## src/rtl/timer0_pkg.sv

```systemverilog
// shared constants and types for the 8-bit timer with shared prescaler
package timer0_pkg;
  // register byte offsets, one aligned 32-bit word each
  localparam logic [4:0] OFF_CONTROL_A = 5'h00;
  localparam logic [4:0] OFF_CONTROL_B = 5'h04;
  localparam logic [4:0] OFF_COUNT     = 5'h08;
  localparam logic [4:0] OFF_COMPARE_A = 5'h0C;
  localparam logic [4:0] OFF_COMPARE_B = 5'h10;
  localparam logic [4:0] OFF_IRQ_MASK  = 5'h14;
  localparam logic [4:0] OFF_IRQ_FLAGS = 5'h18;
  localparam logic [4:0] OFF_PRESCALER = 5'h1C;

  // control B field positions
  localparam int POS_FORCE_A   = 7;
  localparam int POS_FORCE_B   = 6;
  localparam int POS_WAVE_HIGH = 3;
  // control A field positions (own layout), plus the prescaler reset bit
  localparam int POS_OUT_MODE_A = 6;
  localparam int POS_OUT_MODE_B = 4;
  localparam int POS_PSC_RESET  = 0;

  // reset values
  localparam logic [7:0] RST_BYTE  = 8'h00;
  localparam logic [2:0] RST_BITS3 = 3'h0;
  localparam logic [9:0] RST_PSC   = 10'h000;

  // count limits
  localparam logic [7:0] CNT_MAX    = 8'hFF;
  localparam logic [7:0] CNT_BOTTOM = 8'h00;
  localparam logic [7:0] CNT_ONE    = 8'h01;

  // clock select encodings
  localparam logic [2:0] CS_STOP    = 3'h0;
  localparam logic [2:0] CS_DIRECT  = 3'h1;
  localparam logic [2:0] CS_DIV8    = 3'h2;
  localparam logic [2:0] CS_DIV64   = 3'h3;
  localparam logic [2:0] CS_DIV256  = 3'h4;
  localparam logic [2:0] CS_DIV1024 = 3'h5;
  localparam logic [2:0] CS_EXT_FALL = 3'h6;
  localparam logic [2:0] CS_EXT_RISE = 3'h7;

  // waveform modes
  localparam logic [2:0] MODE_NORMAL   = 3'h0;
  localparam logic [2:0] MODE_PC_FF    = 3'h1;
  localparam logic [2:0] MODE_CTC      = 3'h2;
  localparam logic [2:0] MODE_FAST_FF  = 3'h3;
  localparam logic [2:0] MODE_PC_CMP   = 3'h5;
  localparam logic [2:0] MODE_FAST_CMP = 3'h7;

  // output mode encodings
  localparam logic [1:0] OM_OFF    = 2'h0;
  localparam logic [1:0] OM_TOGGLE = 2'h1;
  localparam logic [1:0] OM_CLEAR  = 2'h2;
  localparam logic [1:0] OM_SET    = 2'h3;

  typedef struct packed {
    logic cmp_b;
    logic cmp_a;
    logic ovf;
  } irq_bits_s;

  typedef enum logic [1:0] {
    BUS_IDLE = 2'b01,
    BUS_ANS  = 2'b10
  } bus_state_e;
endpackage : timer0_pkg

```

## src/rtl/timer0_ctrl_irq_prescaler.sv

```systemverilog
// 8-bit timer/counter: control, compare, flags, shared prescaler, avalon slave
// How it works
// - force bit in non-PWM mode applies compare action to that waveform output now.
// - forced compare sets no flag and never clears the counter.
// - force bits are strobes and always read back zero.
// - reserved control B bits 5:4 and mask/flag bits 7..3 read zero.
// - select 0 stops, 1 direct, 2..5 divide by 8, 64, 256, 1024.
// - select 6 counts falling, 7 rising pin edges, one pulse per edge.
// - external pin counts even when the pin is driven as an output.
// - writing the counter blocks the compare match on the next timer tick.
// - both compare registers are compared with the counter continuously.
// - interrupt request needs global enable, mask bit and flag together.
// - compare flags set when the counter matches their compare register.
// - flags clear on vector execution or a written one; zero does nothing.
// - overflow flag sets on overflow, point depends on waveform mode.
// - one prescaler shared with the wide timer, separate clock selects.
// - select 1 counts on every system clock.
// - prescaler runs free, first count 1 to N clocks after enable.
// - prescaler reset restarts divided phase for every attached timer.
// - count pin sampled, synchronised, edge detected; 2 to 3 cycles latency.
// - external edges bypass the prescaler.
// - wave high bit plus two low bits form the 3-bit waveform mode.
// - non-PWM output modes: off, toggle, clear, set on match.
module timer0_ctrl_irq_prescaler (
  input  wire logic        MCLK,
  input  wire logic        RST_N,
  input  wire logic [4:0]  AVS_ADDRESS,
  input  wire logic        AVS_READ,
  input  wire logic        AVS_WRITE,
  input  wire logic [31:0] AVS_WRITEDATA,
  input  wire logic [3:0]  AVS_BYTEENABLE,
  output logic      [31:0] AVS_READDATA,
  output logic             AVS_WAITREQUEST,
  input  wire logic        EXT_COUNT_PIN,
  input  wire logic        GLOBAL_IRQ_EN,
  input  wire logic [2:0]  VECTOR_DONE,
  output logic      [2:0]  IRQ_REQ,
  output logic             WAVE_OUT_A,
  output logic             WAVE_OUT_B,
  output logic      [3:0]  WIDE_TIMER_TAPS
);
  import timer0_pkg::*;

  bus_state_e  bus_r;
  bus_state_e  bus_nxt;
  logic        wait_r;
  logic [31:0] rdata_r;
  logic [7:0]  ctrl_a_r;
  logic [3:0]  ctrl_b_r;
  logic [7:0]  count_r;
  logic [7:0]  count_nxt;
  logic [7:0]  cmp_a_r;
  logic [7:0]  cmp_b_r;
  irq_bits_s   mask_r;
  irq_bits_s   flags_r;
  irq_bits_s   flags_nxt;
  irq_bits_s   flag_set;
  irq_bits_s   flag_clr;
  logic [2:0]  irq_r;
  logic        block_r;
  logic        down_r;
  logic        down_nxt;
  logic        wave_a_r;
  logic        wave_b_r;
  logic [9:0]  psc_r;
  logic [3:0]  taps_r;
  logic        sync1_r;
  logic        sync2_r;
  logic        prev_r;

  // bus decode
  wire         req      = AVS_READ | AVS_WRITE;
  wire         commit   = (bus_r == BUS_ANS) & req;
  wire         wr_lane0 = commit & AVS_WRITE & AVS_BYTEENABLE[0];
  wire [7:0]   wd       = AVS_WRITEDATA[7:0];
  wire         wr_ctl_a = wr_lane0 & (AVS_ADDRESS == OFF_CONTROL_A);
  wire         wr_ctl_b = wr_lane0 & (AVS_ADDRESS == OFF_CONTROL_B);
  wire         wr_count = wr_lane0 & (AVS_ADDRESS == OFF_COUNT);
  wire         wr_cmp_a = wr_lane0 & (AVS_ADDRESS == OFF_COMPARE_A);
  wire         wr_cmp_b = wr_lane0 & (AVS_ADDRESS == OFF_COMPARE_B);
  wire         wr_mask  = wr_lane0 & (AVS_ADDRESS == OFF_IRQ_MASK);
  wire         wr_flags = wr_lane0 & (AVS_ADDRESS == OFF_IRQ_FLAGS);
  wire         wr_psc   = wr_lane0 & (AVS_ADDRESS == OFF_PRESCALER);

  // mode and fields
  wire [2:0]   mode     = {ctrl_b_r[POS_WAVE_HIGH], ctrl_a_r[1:0]};
  wire [2:0]   cs       = ctrl_b_r[2:0];
  wire [1:0]   om_a     = ctrl_a_r[POS_OUT_MODE_A +: 2];
  wire [1:0]   om_b     = ctrl_a_r[POS_OUT_MODE_B +: 2];
  wire         pwm      = mode[0];
  wire         phase_c  = (mode == MODE_PC_FF) | (mode == MODE_PC_CMP);
  wire         top_cmp  = (mode == MODE_CTC) | (mode == MODE_PC_CMP) | (mode == MODE_FAST_CMP);
  wire [7:0]   top      = top_cmp ? cmp_a_r : CNT_MAX;
  wire         at_top   = (count_r == top);

  // prescaler taps; free running, not gated by any select
  wire         tap8     = &psc_r[2:0];
  wire         tap64    = &psc_r[5:0];
  wire         tap256   = &psc_r[7:0];
  wire         tap1024  = &psc_r[9:0];

  // external pin edges taken after the second sync stage only
  wire         ext_rise = sync2_r & ~prev_r;
  wire         ext_fall = ~sync2_r & prev_r;

  logic        tick;
  always_comb begin
    case (cs)
      CS_STOP:     tick = 1'b0;
      CS_DIRECT:   tick = 1'b1;
      CS_DIV8:     tick = tap8;
      CS_DIV64:    tick = tap64;
      CS_DIV256:   tick = tap256;
      CS_DIV1024:  tick = tap1024;
      CS_EXT_FALL: tick = ext_fall;
      CS_EXT_RISE: tick = ext_rise;
      default:     tick = 1'b0;
    endcase
  end

  // compare on each tick, blocked once after a counter write
  wire         eq_a     = (count_r == cmp_a_r);
  wire         eq_b     = (count_r == cmp_b_r);
  wire         match_a  = tick & eq_a & ~block_r;
  wire         match_b  = tick & eq_b & ~block_r;
  wire         force_a  = wr_ctl_b & wd[POS_FORCE_A] & ~pwm;
  wire         force_b  = wr_ctl_b & wd[POS_FORCE_B] & ~pwm;

  // overflow point per mode
  logic        ovf_ev;
  always_comb begin
    case (mode)
      MODE_PC_FF, MODE_PC_CMP: ovf_ev = tick & down_r & (count_r == CNT_ONE);
      MODE_FAST_CMP:           ovf_ev = tick & at_top;
      default:                 ovf_ev = tick & (count_r == CNT_MAX);
    endcase
  end

  // counting sequence
  always_comb begin
    count_nxt = count_r;
    down_nxt  = down_r;
    if (wr_count) begin
      count_nxt = wd;
    end else if (tick) begin
      if (phase_c) begin
        if (!down_r && at_top) begin
          down_nxt  = 1'b1;
          count_nxt = count_r - CNT_ONE;
        end else if (down_r && count_r == CNT_ONE) begin
          down_nxt  = 1'b0;
          count_nxt = CNT_BOTTOM;
        end else if (down_r) begin
          count_nxt = count_r - CNT_ONE;
        end else begin
          count_nxt = count_r + CNT_ONE;
        end
      end else if (at_top) begin
        count_nxt = CNT_BOTTOM; // forced strobes never reach here
        down_nxt  = 1'b0;
      end else begin
        count_nxt = count_r + CNT_ONE;
        down_nxt  = 1'b0;
      end
    end
  end

  // output action for one channel
  function automatic logic wave_next(input logic cur, input logic [1:0] om, input logic hit,
                                     input logic is_pwm, input logic is_pc, input logic dn,
                                     input logic top_hit, input logic tog_ok);
    logic v;
    v = cur;
    if (!is_pwm) begin
      if (hit) begin
        case (om)
          OM_TOGGLE: v = ~cur;
          OM_CLEAR:  v = 1'b0;
          OM_SET:    v = 1'b1;
          default:   v = cur;
        endcase
      end
    end else if (om == OM_TOGGLE) begin
      if (hit && tog_ok) v = ~cur;
    end else if (om[1]) begin
      if (is_pc && hit) v = om[0] ^ dn;
      else if (!is_pc && top_hit) v = ~om[0];
      else if (!is_pc && hit) v = om[0];
    end
    return v;
  endfunction : wave_next

  wire         top_tick = tick & at_top & pwm & ~phase_c;
  wire         wave_a_nxt = wave_next(wave_a_r, om_a, match_a | force_a, pwm, phase_c, down_r,
                                      top_tick, ctrl_b_r[POS_WAVE_HIGH]);
  wire         wave_b_nxt = wave_next(wave_b_r, om_b, match_b | force_b, pwm, phase_c, down_r,
                                      top_tick, 1'b0);

  // flags: set wins over clear
  assign flag_set  = '{cmp_b: match_b, cmp_a: match_a, ovf: ovf_ev};
  assign flag_clr  = wr_flags ? irq_bits_s'(wd[2:0] | VECTOR_DONE) : irq_bits_s'(VECTOR_DONE);
  assign flags_nxt = (flags_r & ~flag_clr) | flag_set;

  // read mux
  logic [7:0]  rd_byte;
  always_comb begin
    case (AVS_ADDRESS)
      OFF_CONTROL_A: rd_byte = ctrl_a_r;
      OFF_CONTROL_B: rd_byte = {4'h0, ctrl_b_r};
      OFF_COUNT:     rd_byte = count_r;
      OFF_COMPARE_A: rd_byte = cmp_a_r;
      OFF_COMPARE_B: rd_byte = cmp_b_r;
      OFF_IRQ_MASK:  rd_byte = {5'h00, mask_r};
      OFF_IRQ_FLAGS: rd_byte = {5'h00, flags_r};
      default:       rd_byte = 8'h00;
    endcase
  end

  assign bus_nxt = (bus_r == BUS_IDLE && req) ? BUS_ANS : BUS_IDLE;

  always_ff @(posedge MCLK) begin
    if (!RST_N) begin
      bus_r   <= BUS_IDLE;
      wait_r  <= 1'b1;
      rdata_r <= 32'h0000_0000;
    end else begin
      bus_r   <= bus_nxt;
      wait_r  <= (bus_nxt != BUS_ANS);
      rdata_r <= {24'h00_0000, rd_byte};
    end
  end

  always_ff @(posedge MCLK) begin
    if (!RST_N) begin
      ctrl_a_r <= RST_BYTE;
      ctrl_b_r <= 4'h0;
      cmp_a_r  <= RST_BYTE;
      cmp_b_r  <= RST_BYTE;
      mask_r   <= RST_BITS3;
    end else begin
      if (wr_ctl_a) ctrl_a_r <= {wd[7:4], 2'h0, wd[1:0]};
      if (wr_ctl_b) ctrl_b_r <= wd[3:0]; // force bits not stored
      if (wr_cmp_a) cmp_a_r <= wd;
      if (wr_cmp_b) cmp_b_r <= wd;
      if (wr_mask) mask_r <= irq_bits_s'(wd[2:0]);
    end
  end

  always_ff @(posedge MCLK) begin
    if (!RST_N) begin
      count_r  <= RST_BYTE;
      down_r   <= 1'b0;
      block_r  <= 1'b0;
      flags_r  <= RST_BITS3;
      irq_r    <= RST_BITS3;
      wave_a_r <= 1'b0;
      wave_b_r <= 1'b0;
    end else begin
      count_r  <= count_nxt;
      down_r   <= down_nxt;
      block_r  <= wr_count | (block_r & ~tick);
      flags_r  <= flags_nxt;
      irq_r    <= {3{GLOBAL_IRQ_EN}} & mask_r & flags_r;
      wave_a_r <= wave_a_nxt;
      wave_b_r <= wave_b_nxt;
    end
  end

  // prescaler; one reset hits both timers' phase
  always_ff @(posedge MCLK) begin
    if (!RST_N) begin
      psc_r  <= RST_PSC;
      taps_r <= 4'h0;
    end else begin
      psc_r  <= (wr_psc & wd[POS_PSC_RESET]) ? RST_PSC : psc_r + 10'h001;
      taps_r <= {tap1024, tap256, tap64, tap8};
    end
  end

  // pin sampled regardless of its direction
  always_ff @(posedge MCLK) begin
    if (!RST_N) begin
      sync1_r <= 1'b0;
      sync2_r <= 1'b0;
      prev_r  <= 1'b0;
    end else begin
      sync1_r <= EXT_COUNT_PIN;
      sync2_r <= sync1_r;
      prev_r  <= sync2_r;
    end
  end

  assign AVS_READDATA    = rdata_r;
  assign AVS_WAITREQUEST = wait_r;
  assign IRQ_REQ         = irq_r;
  assign WAVE_OUT_A      = wave_a_r;
  assign WAVE_OUT_B      = wave_b_r;
  assign WIDE_TIMER_TAPS = taps_r;

  a_force_toggle: assert property (@(posedge MCLK) disable iff (!RST_N)
    (force_a && om_a == OM_TOGGLE && !match_a) |=> (wave_a_r != $past(wave_a_r)))
    else $error("forced compare did not toggle output a");
  a_force_no_flag: assert property (@(posedge MCLK) disable iff (!RST_N)
    (force_a && !match_a && !flags_r.cmp_a) |=> !flags_r.cmp_a)
    else $error("forced compare raised a flag");
  a_ctrl_b_zeros: assert property (@(posedge MCLK) disable iff (!RST_N)
    (commit && AVS_READ && AVS_ADDRESS == OFF_CONTROL_B) |-> (AVS_READDATA[7:4] == 4'h0))
    else $error("force or reserved bits read nonzero");
  a_reserved_zero: assert property (@(posedge MCLK) disable iff (!RST_N)
    (commit && AVS_READ && (AVS_ADDRESS == OFF_IRQ_MASK || AVS_ADDRESS == OFF_IRQ_FLAGS))
    |-> (AVS_READDATA[7:3] == 5'h00))
    else $error("reserved irq bits read nonzero");
  a_stop_holds: assert property (@(posedge MCLK) disable iff (!RST_N)
    (cs == CS_STOP && !wr_count) |=> (count_r == $past(count_r)))
    else $error("stopped counter moved");
  a_div8_phase: assert property (@(posedge MCLK) disable iff (!RST_N)
    (cs == CS_DIV8 && tick) |-> (psc_r[2:0] == 3'h7))
    else $error("div 8 tick out of phase");
  a_ext_latency: assert property (@(posedge MCLK) disable iff (!RST_N)
    ($rose(EXT_COUNT_PIN) && cs == CS_EXT_RISE && !wr_ctl_b) |-> ##2 (tick || cs != CS_EXT_RISE))
    else $error("rising pin edge not counted after two cycles");
  a_write_blocks: assert property (@(posedge MCLK) disable iff (!RST_N)
    (block_r && tick) |-> (!flag_set.cmp_a && !flag_set.cmp_b))
    else $error("compare match after counter write");
  a_irq_gate: assert property (@(posedge MCLK) disable iff (!RST_N)
    ##1 (IRQ_REQ == ($past({3{GLOBAL_IRQ_EN}}) & $past(mask_r) & $past(flags_r))))
    else $error("irq request not gated by enable mask flag");
  a_flag_w1c: assert property (@(posedge MCLK) disable iff (!RST_N)
    (wr_flags && wd[0] && !ovf_ev) |=> !flags_r.ovf)
    else $error("overflow flag not cleared by written one");
  a_psc_restart: assert property (@(posedge MCLK) disable iff (!RST_N)
    (wr_psc && wd[POS_PSC_RESET]) |=> (psc_r == RST_PSC))
    else $error("prescaler not restarted");
  a_bus_answer: assert property (@(posedge MCLK) disable iff (!RST_N)
    (req && wait_r && bus_r == BUS_IDLE) |=> !AVS_WAITREQUEST)
    else $error("bus answer late");

  c_force: cover property (@(posedge MCLK) disable iff (!RST_N) force_a);
  c_ovf: cover property (@(posedge MCLK) disable iff (!RST_N) ovf_ev);
  c_ext_tick: cover property (@(posedge MCLK) disable iff (!RST_N) tick && cs == CS_EXT_FALL);
  c_irq: cover property (@(posedge MCLK) disable iff (!RST_N) IRQ_REQ != 3'h0);
endmodule : timer0_ctrl_irq_prescaler

```

## config.mk

```make
export PLATFORM = sky130hd
export DESIGN_NAME = timer0_ctrl_irq_prescaler
export DESIGN_NICKNAME = d
export VERILOG_FILES = /design/src/rtl/timer0_pkg.sv /design/src/rtl/timer0_ctrl_irq_prescaler.sv
export SDC_FILE = /design/constraint.sdc
export NUM_CORES = 1
export LEC_CHECK = 0
export CORE_MARGIN = 3
export CORE_UTILIZATION = 50
export CTS_CLUSTER_SIZE = 25
export DETAILED_ROUTE_END_ITERATION = 7
export DONT_BUFFER_PORTS = 1
export GPL_ROUTABILITY_DRIVEN = 0
export PLACE_DENSITY = 0.77
export SYNTH_ARGS = -nofsm -noshare
export SYNTH_HDL_FRONTEND = slang
export SYNTH_SLANG_ARGS = --single-unit
```

## constraint.sdc

```tcl
create_clock -name MCLK -period 2.3 [get_ports MCLK]
set_input_delay 0.23 -clock MCLK [delete_from_list [all_inputs] [get_ports MCLK]]
set_output_delay 0.23 -clock MCLK [all_outputs]
set_load 0.05 [all_outputs]
```

==> results of run 1 <==
## cell usage after synthesis (all sizes together) (2+ instances only)
cell type,number
dfxtp,74
nand2,57
nand3,37
nor2,37
buf,33
a21boi,26
a21oi,26
o21ai,25
clkbuf,22
xnor2,19
a22oi,17
inv,14
nor2b,13
nand2b,12
and2,11
mux2i,10
nor3,9
xor2,9
a31oi,6
o31a,6
ha,5
nand4,5
or4,5
and3,4
or2,4
a211oi,3
a221oi,3
a22o,3
nor3b,3
nor4,3
or3,3
nand3b,2
o221a,2
o311a,2
## logic make-up (layout without fill, tap and decap cells)
logic type / Yosys count / after routing
compound gates: 132 / 132
xor+xnor: 28 / 28
fa+ha+maj: 5 / 5
buf+inv: 69 / 80
flops: 74 / 74
mux: 10 / 10
other cells: 1 / 24
simple gates: 211 / 211
## through the flow
stage / utilization, % / cells / power [mW]
final: 59.0 / 669 / 2.60
after floorplan: - / 553 / 1.51
after detailed placement: 54.5 / 648 / 1.48
after global placement: 54.5 / 648 / 1.48
after CTS: 57.7 / 668 / 2.59
after global routing: 59.0 / 669 / 2.67
## layout by cell type (no fill, tap or decap), types with 6 or more instances in the layout
cell type  synthesis  layout
a21boi_0          25      24
a21oi_1           26      26
a22oi_1           17      17
and2_1            11      11
buf_4             25      45
clkbuf_8           0       9
conb_1             1      24
dfxtp_1           74      65
dfxtp_2            0       7
inv_1             11      11
mux2i_1           10      10
nand2_1           57      54
nand2b_1          11      11
nand3_1           37      37
nor2_1            37      35
nor2b_1           13      13
nor3_1             8       8
o21ai_0           24      24
o31a_1             6       6
xnor2_1           19      19
xor2_1             9       9
## path summary, 6_finish.rpt
kind	from	to	cells after the start
setup / recovery	count_r[3]$_SDFFE_PN0P_	WAVE_OUT_A$_SDFFE_PN0P_	9
hold / removal	RST_N	WIDE_TIMER_TAPS[2]$_SDFF_PN0_	1
setup reg to reg	count_r[3]$_SDFFE_PN0P_	WAVE_OUT_A$_SDFFE_PN0P_	9
hold reg to reg	bus_r[1]$_SDFF_PN0_	bus_r[1]$_SDFF_PN0_	1
## timing repair
item                                    CTS  global route
setup buffers                             0             1
hold endpoints to repair                  3             0
hold buffers                              4             0
endpoints found under the setup margin    4            10
gates resized for setup                   2            29
pin swaps                                 0             6
gates cloned                              0             0
## final cells by class
class                           count  area, um^2
Tap cell                          105         131
Inverter                           14        57.6
Multi-Input combinational cell    410        2580
Clock buffer                       10         128
Fill cell                         722        3390
Sequential cell                    74        1500
Clock inverter                      6        91.3
Timing Repair Buffer               50         389
## routing by layer
metal	vias up	wire length (um)	GRT usage, %
met4	0	293	9.56
met2	244	5590	38.5
met3	25	1180	6.14
met5	-	0	0
li1	1883	-	-
met1	1898	4760	30.4
## report_power, final
group          leakage [nW]  internal (mW)  switching, mW
Combinational          1.13         0.0390          0.127
Sequential            0.603           1.29        0.00859
Clock                0.0987          0.613          0.520
## state kept, by name (all words and copies together) (netlist names), 2 cells and up
name             flops
psc_r               10
AVS_READDATA         8
cmp_a_r              8
cmp_b_r              8
count_r              8
ctrl_a_r             6
WIDE_TIMER_TAPS      4
ctrl_b_r             4
IRQ_REQ              3
flags_r              3
mask_r               3
bus_r                2
## critical path, cell delays in order (launching register included)
cell and delay [ns]:
dfxtp_4 0.38, buf_4 0.16, nand4_1 0.14, nor4bb_1 0.40, a31oi_2 0.09, buf_4 0.16, nor2_2 0.11, a221oi_2 0.09
or2_2 0.31, o311a_1 0.32
==> impl_metrics.env, run 1 <==
export IMPL_seq_area_frac_synth_pct=34.7
export IMPL_synth_ff_type="dfxtp_1"
export IMPL_slew_limit_headroom_pct=64.7
export IMPL_n_antenna_cell=0
export IMPL_clock_sinks=74
export IMPL_start_util_pct=51.6
export IMPL_yosys_warnings=0
export IMPL_setup_tns_ns=0
export IMPL_synth_top_area_share_pct=34.7
export IMPL_syn2layout_area_growth_pct=14.2
export IMPL_route_detailed_drc=0
export IMPL_routedWlPerCell_um=17.7
export IMPL_ios=92
export IMPL_clockBufferDepth=2
export IMPL_cts_htree_levels=3
export IMPL_powerDensity_mw_per_mm2=533
export IMPL_synthMuxAreaShare_pct=2.35
export IMPL_skew_ns=0.00898
export IMPL_hold_viol_final=0
export IMPL_syn_area_mm2=0.00426
export IMPL_ys_types=66
export IMPL_status="completed"
export IMPL_drive_gt1_share_pct=17.6
export IMPL_clock_fmax_mhz=436
export IMPL_drt_iter0_markers=372
export IMPL_clk_pin_slew_ns=0.08
export IMPL_synth_compound_area_share_pct=21.2
export IMPL_worst_pin_slew_ns=0.525
export IMPL_whs_ns=0.0139
export IMPL_fp_dieH_um=98.4
export IMPL_cts_buffers=9
export IMPL_cap_violations=0
export IMPL_final_area_mm2=0.00487
export IMPL_crit_path_max_fanout=6
export IMPL_placed_area_mm2=0.00450
export IMPL_synth_largest_area_cell="dfxtp_1"
export IMPL_nets=614
export IMPL_layout_setup_ws_ns=0.00748
export IMPL_dp_slack_ns=-0.00286
export IMPL_slew_viol_final=0
export IMPL_yosys_area_share_simple_pct=25.4
export IMPL_vdd_drop_max_uv=420
export IMPL_cts_root_buf="clkbuf_8"
export IMPL_avgSynthCellArea_um2=8.05
export IMPL_io_buffers=0
export IMPL_num_vias=4050
export IMPL_grt_pass1_wl_mm=18.7
export IMPL_synthCells=530
export IMPL_setup_worst_path_class="reg2reg"
export IMPL_synth_xor_area_share_pct=5.75
export IMPL_grt_usage_pct=23.8
export IMPL_hp_class="in2reg"
export IMPL_drt_wl_total_mm=11.8
export IMPL_yosys_top_cells_area="dfxtp_1 35%, nand2_1 5.0%, a21boi_0 4.4%"
export IMPL_fin_crit_sh_pct=99.7
export IMPL_cp_arrival_ns=2.54
export IMPL_ys_ff_latch=74
export IMPL_coreArea_mm2=0.00826
export IMPL_setup_violations=0
export IMPL_clk_insertion_delay_late_ns=0.36
export IMPL_grt_pass1_vias=3916
export IMPL_synthArstFlopShare_pct=0
export IMPL_synth_top_family_by_area="simple AND/OR/NAND/NOR gates"
export IMPL_die_w_um=98.4
export IMPL_viasPerCell=6.05
export IMPL_fin_crit_ns=2.29
export IMPL_ant_nets=0
export IMPL_antenna_found_initial=0
export IMPL_grt_max_degree=55
export IMPL_cts_tree="done"
export IMPL_grt_overflow_total=0
export IMPL_required_ns=2.55
export IMPL_critPathLaunchType="register"
export IMPL_power_leakage_nw=1.83
export IMPL_fp_row_count=33
export IMPL_dr_pass1_iters=5
export IMPL_dp_hpwl_mm=8.41
export IMPL_crit_path_end_kind="register"
export IMPL_reg2reg_setup_slack_ns=0.007
export IMPL_synth_edff_count=0
export IMPL_synth_fa_ha_area_share_pct=1.47
export IMPL_die_area_mm2=0.00967
No activity file was read; power rests on OpenSTA's default activity.
==> run 2, diff against run 1 <==
--- a/config.mk
+++ b/config.mk
@@ -11,6 +11,7 @@
 export DETAILED_ROUTE_END_ITERATION = 7
 export DONT_BUFFER_PORTS = 1
 export GPL_ROUTABILITY_DRIVEN = 0
+export GPL_TIMING_DRIVEN = 0
 export PLACE_DENSITY = 0.77
 export SYNTH_ARGS = -nofsm -noshare
 export SYNTH_HDL_FRONTEND = slang
==> run 2 against run 1 <==
The run now ends with design-rule violations, negative setup slack left. Fmax down 3.1%. Critical path depth unchanged. Non-clock buffer count grew 36. Register-to-register slack got worse by 0.07 ns. Sequential share of layout area down 1.8 points. Largest cell class unchanged.
==> impl_metrics.env, run 2 (synthesis gave the netlist of run 1 again) <==
export IMPL_slew_limit_headroom_pct=38.4
export IMPL_clk_pin_slew_ns=0.09
export IMPL_cp_arrival_ns=2.67
export IMPL_fillers=700
export IMPL_top_register="psc_r"
export IMPL_drt_wl_total_mm=13.3
export IMPL_cts_tree="done"
export IMPL_vdd_drop_max_uv=491
export IMPL_r2r_cells=9
export IMPL_rsz0062_at_grt="yes"
export IMPL_hold_viol_final=0
export IMPL_clk_insertion_delay_late_ns=0.37
export IMPL_nets=650
export IMPL_crit_end="count_r[2]$_SDFFE_PN0P_"
export IMPL_largest_reg_flops=10
export IMPL_die_w_um=98.4
export IMPL_grt_pass1_wl_mm=19.5
export IMPL_layout_setup_ws_ns=-0.0654
export IMPL_setup_violations=6
export IMPL_coreArea_mm2=0.00826
export IMPL_io_buffers=0
export IMPL_cp_startpoint="count_r[1]$_SDFFE_PN0P_"
export IMPL_dr_pass1_iters=8
export IMPL_route_detailed_drc=1
export IMPL_grt_pass1_vias=3917
export IMPL_n_antenna_cell=0
export IMPL_fp_dieH_um=98.4
export IMPL_viasPerCell=6.22
export IMPL_cts_buffers=9
export IMPL_slew_viol_final=0
export IMPL_cap_violations=0
export IMPL_setup_tns_ns=-0.241
export IMPL_drive_gt1_share_pct=19.7
export IMPL_ios=92
export IMPL_dp_hpwl_mm=8.66
export IMPL_power_leakage_nw=2.00
export IMPL_cts_root_buf="clkbuf_8"
export IMPL_num_vias=4382
export IMPL_seq_area_mm2=0.00149
export IMPL_placed_area_mm2=0.00448
export IMPL_start_util_pct=51.6
export IMPL_holdPathStages=2
export IMPL_skew_ns=0.0117
export IMPL_reg2reg_setup_slack_ns=-0.07
export IMPL_reg2reg_from="count_r[1]$_SDFFE_PN0P_"
export IMPL_required_ns=2.61
export IMPL_grt_overflow_total=0
export IMPL_fin_crit_ns=2.37
export IMPL_cts_htree_levels=3
export IMPL_clockBufferDepth=2
export IMPL_grt_usage_pct=25.2
export IMPL_setup_worst_path_class="reg2reg"
export IMPL_worst_pin_slew_ns=0.922
export IMPL_final_area_mm2=0.00515
export IMPL_fp_row_count=33
export IMPL_crit_path_max_fanout=8
export IMPL_clock_fmax_mhz=423
export IMPL_syn2layout_area_growth_pct=20.7
export IMPL_ant_nets=0
export IMPL_multiInputGateArea_mm2=0.00259
export IMPL_final_common_cell="dfxtp_1"
export IMPL_drt_iter0_markers=432
export IMPL_powerDensity_mw_per_mm2=561
export IMPL_hp_class="in2reg"
export IMPL_fin_util_pct=62.3
export IMPL_status="finished, violations left"
export IMPL_r2r_end="count_r[2]$_SDFFE_PN0P_"
export IMPL_routedWlPerCell_um=18.9
export IMPL_grt_max_degree=14
export IMPL_clock_sinks=74
export IMPL_antenna_found_initial=0
export IMPL_violations="design-rule violations, negative setup slack"
export IMPL_crit_path_end_kind="register"
export IMPL_die_area_mm2=0.00967
export IMPL_critPathLaunchType="register"
export IMPL_dp_slack_ns=-0.251
export IMPL_fin_crit_sh_pct=103
export IMPL_mostFrequentLayoutCells="69 x dfxtp_1, 56 x nand2_1, 55 x buf_4, 37 x nand3_1, 35 x nor2_1"
run 2: cell types whose count changed in the layout (fill, tap and decap cells not counted), moves of 3 or more:
cell	change
clkinvlp_4	-3
dfxtp_2	-3
dlygate4sd3_1	-3
clkbuf_1	+19
dfxtp_1	+4
buf_4	+10
buf_6	+7
run 2: through the flow:
stage	power (mW)	std cells	hold WS (ns)
after floorplan	1.51	553	0.357
after global placement	1.53	658	0.363
after detailed placement	1.53	658	0.363
after CTS	2.88	684	0.0162
after global routing	2.95	705	0.0172
final	2.89	705	0.0139
run 2: worst min path at each step:
stage                           startpoint                  endpoint  slack, ns
after global routing      AVS_WRITEDATA[6]   cmp_a_r[6]$_SDFFE_PN0P_       0.02
final                     AVS_WRITEDATA[6]  ctrl_a_r[6]$_SDFFE_PN0P_       0.01
after global placement       EXT_COUNT_PIN        sync1_r$_SDFF_PN0_       0.36
after CTS                 AVS_WRITEDATA[4]   cmp_b_r[4]$_SDFFE_PN0P_       0.02
after detailed placement     EXT_COUNT_PIN        sync1_r$_SDFF_PN0_       0.36
after floorplan              EXT_COUNT_PIN        sync1_r$_SDFF_PN0_       0.36
run 2: worst max-delay path: stages (launching register included):
cell	delay, ns
dfxtp_2	0.34
buf_6	0.12
buf_6	0.12
nand4_1	0.16
nor4bb_2	0.37
a31oi_2	0.10
or4_1	0.52
buf_6	0.16
o311a_1	0.28
a21oi_1	0.13
run 2: repair_timing:
action | in CTS | in global routing
hold buffers | 1 | 0
endpoints found under the setup margin | 12 | 23
resized for setup | 17 | 36
pin swaps | 6 | 8
hold endpoints to repair | 1 | 0
setup buffers | 10 | 24
run 2: final cells by class:
class                           count  share of cell area, %
Sequential cell                    74                   29.0
Clock buffer                       10                   2.48
Timing Repair Buffer               35                   5.52
Tap cell                          105                   2.55
Clock inverter                      6                   2.67
Buffer                             51                   6.32
Multi-Input combinational cell    410                   50.4
Inverter                           14                   1.12
run 2: report_power, final:
part / switching (mW) / internal (mW)
combinational: 0.150 / 0.0601
sequential: 0.0128 / 1.29
clock: 0.540 / 0.837
total: 0.703 / 2.19
run 2: per-layer routing:
| layer | part of all wire, % | routed length [um] | global-route usage (%) |
|---|---|---|---|
| met4 | 5.8 | 776 | 13.9 |
| met5 | 0 | 0 | 0 |
| met3 | 12 | 1580 | 5.86 |
| met2 | 45 | 6040 | 38.8 |
| met1 | 37 | 4920 | 32.6 |
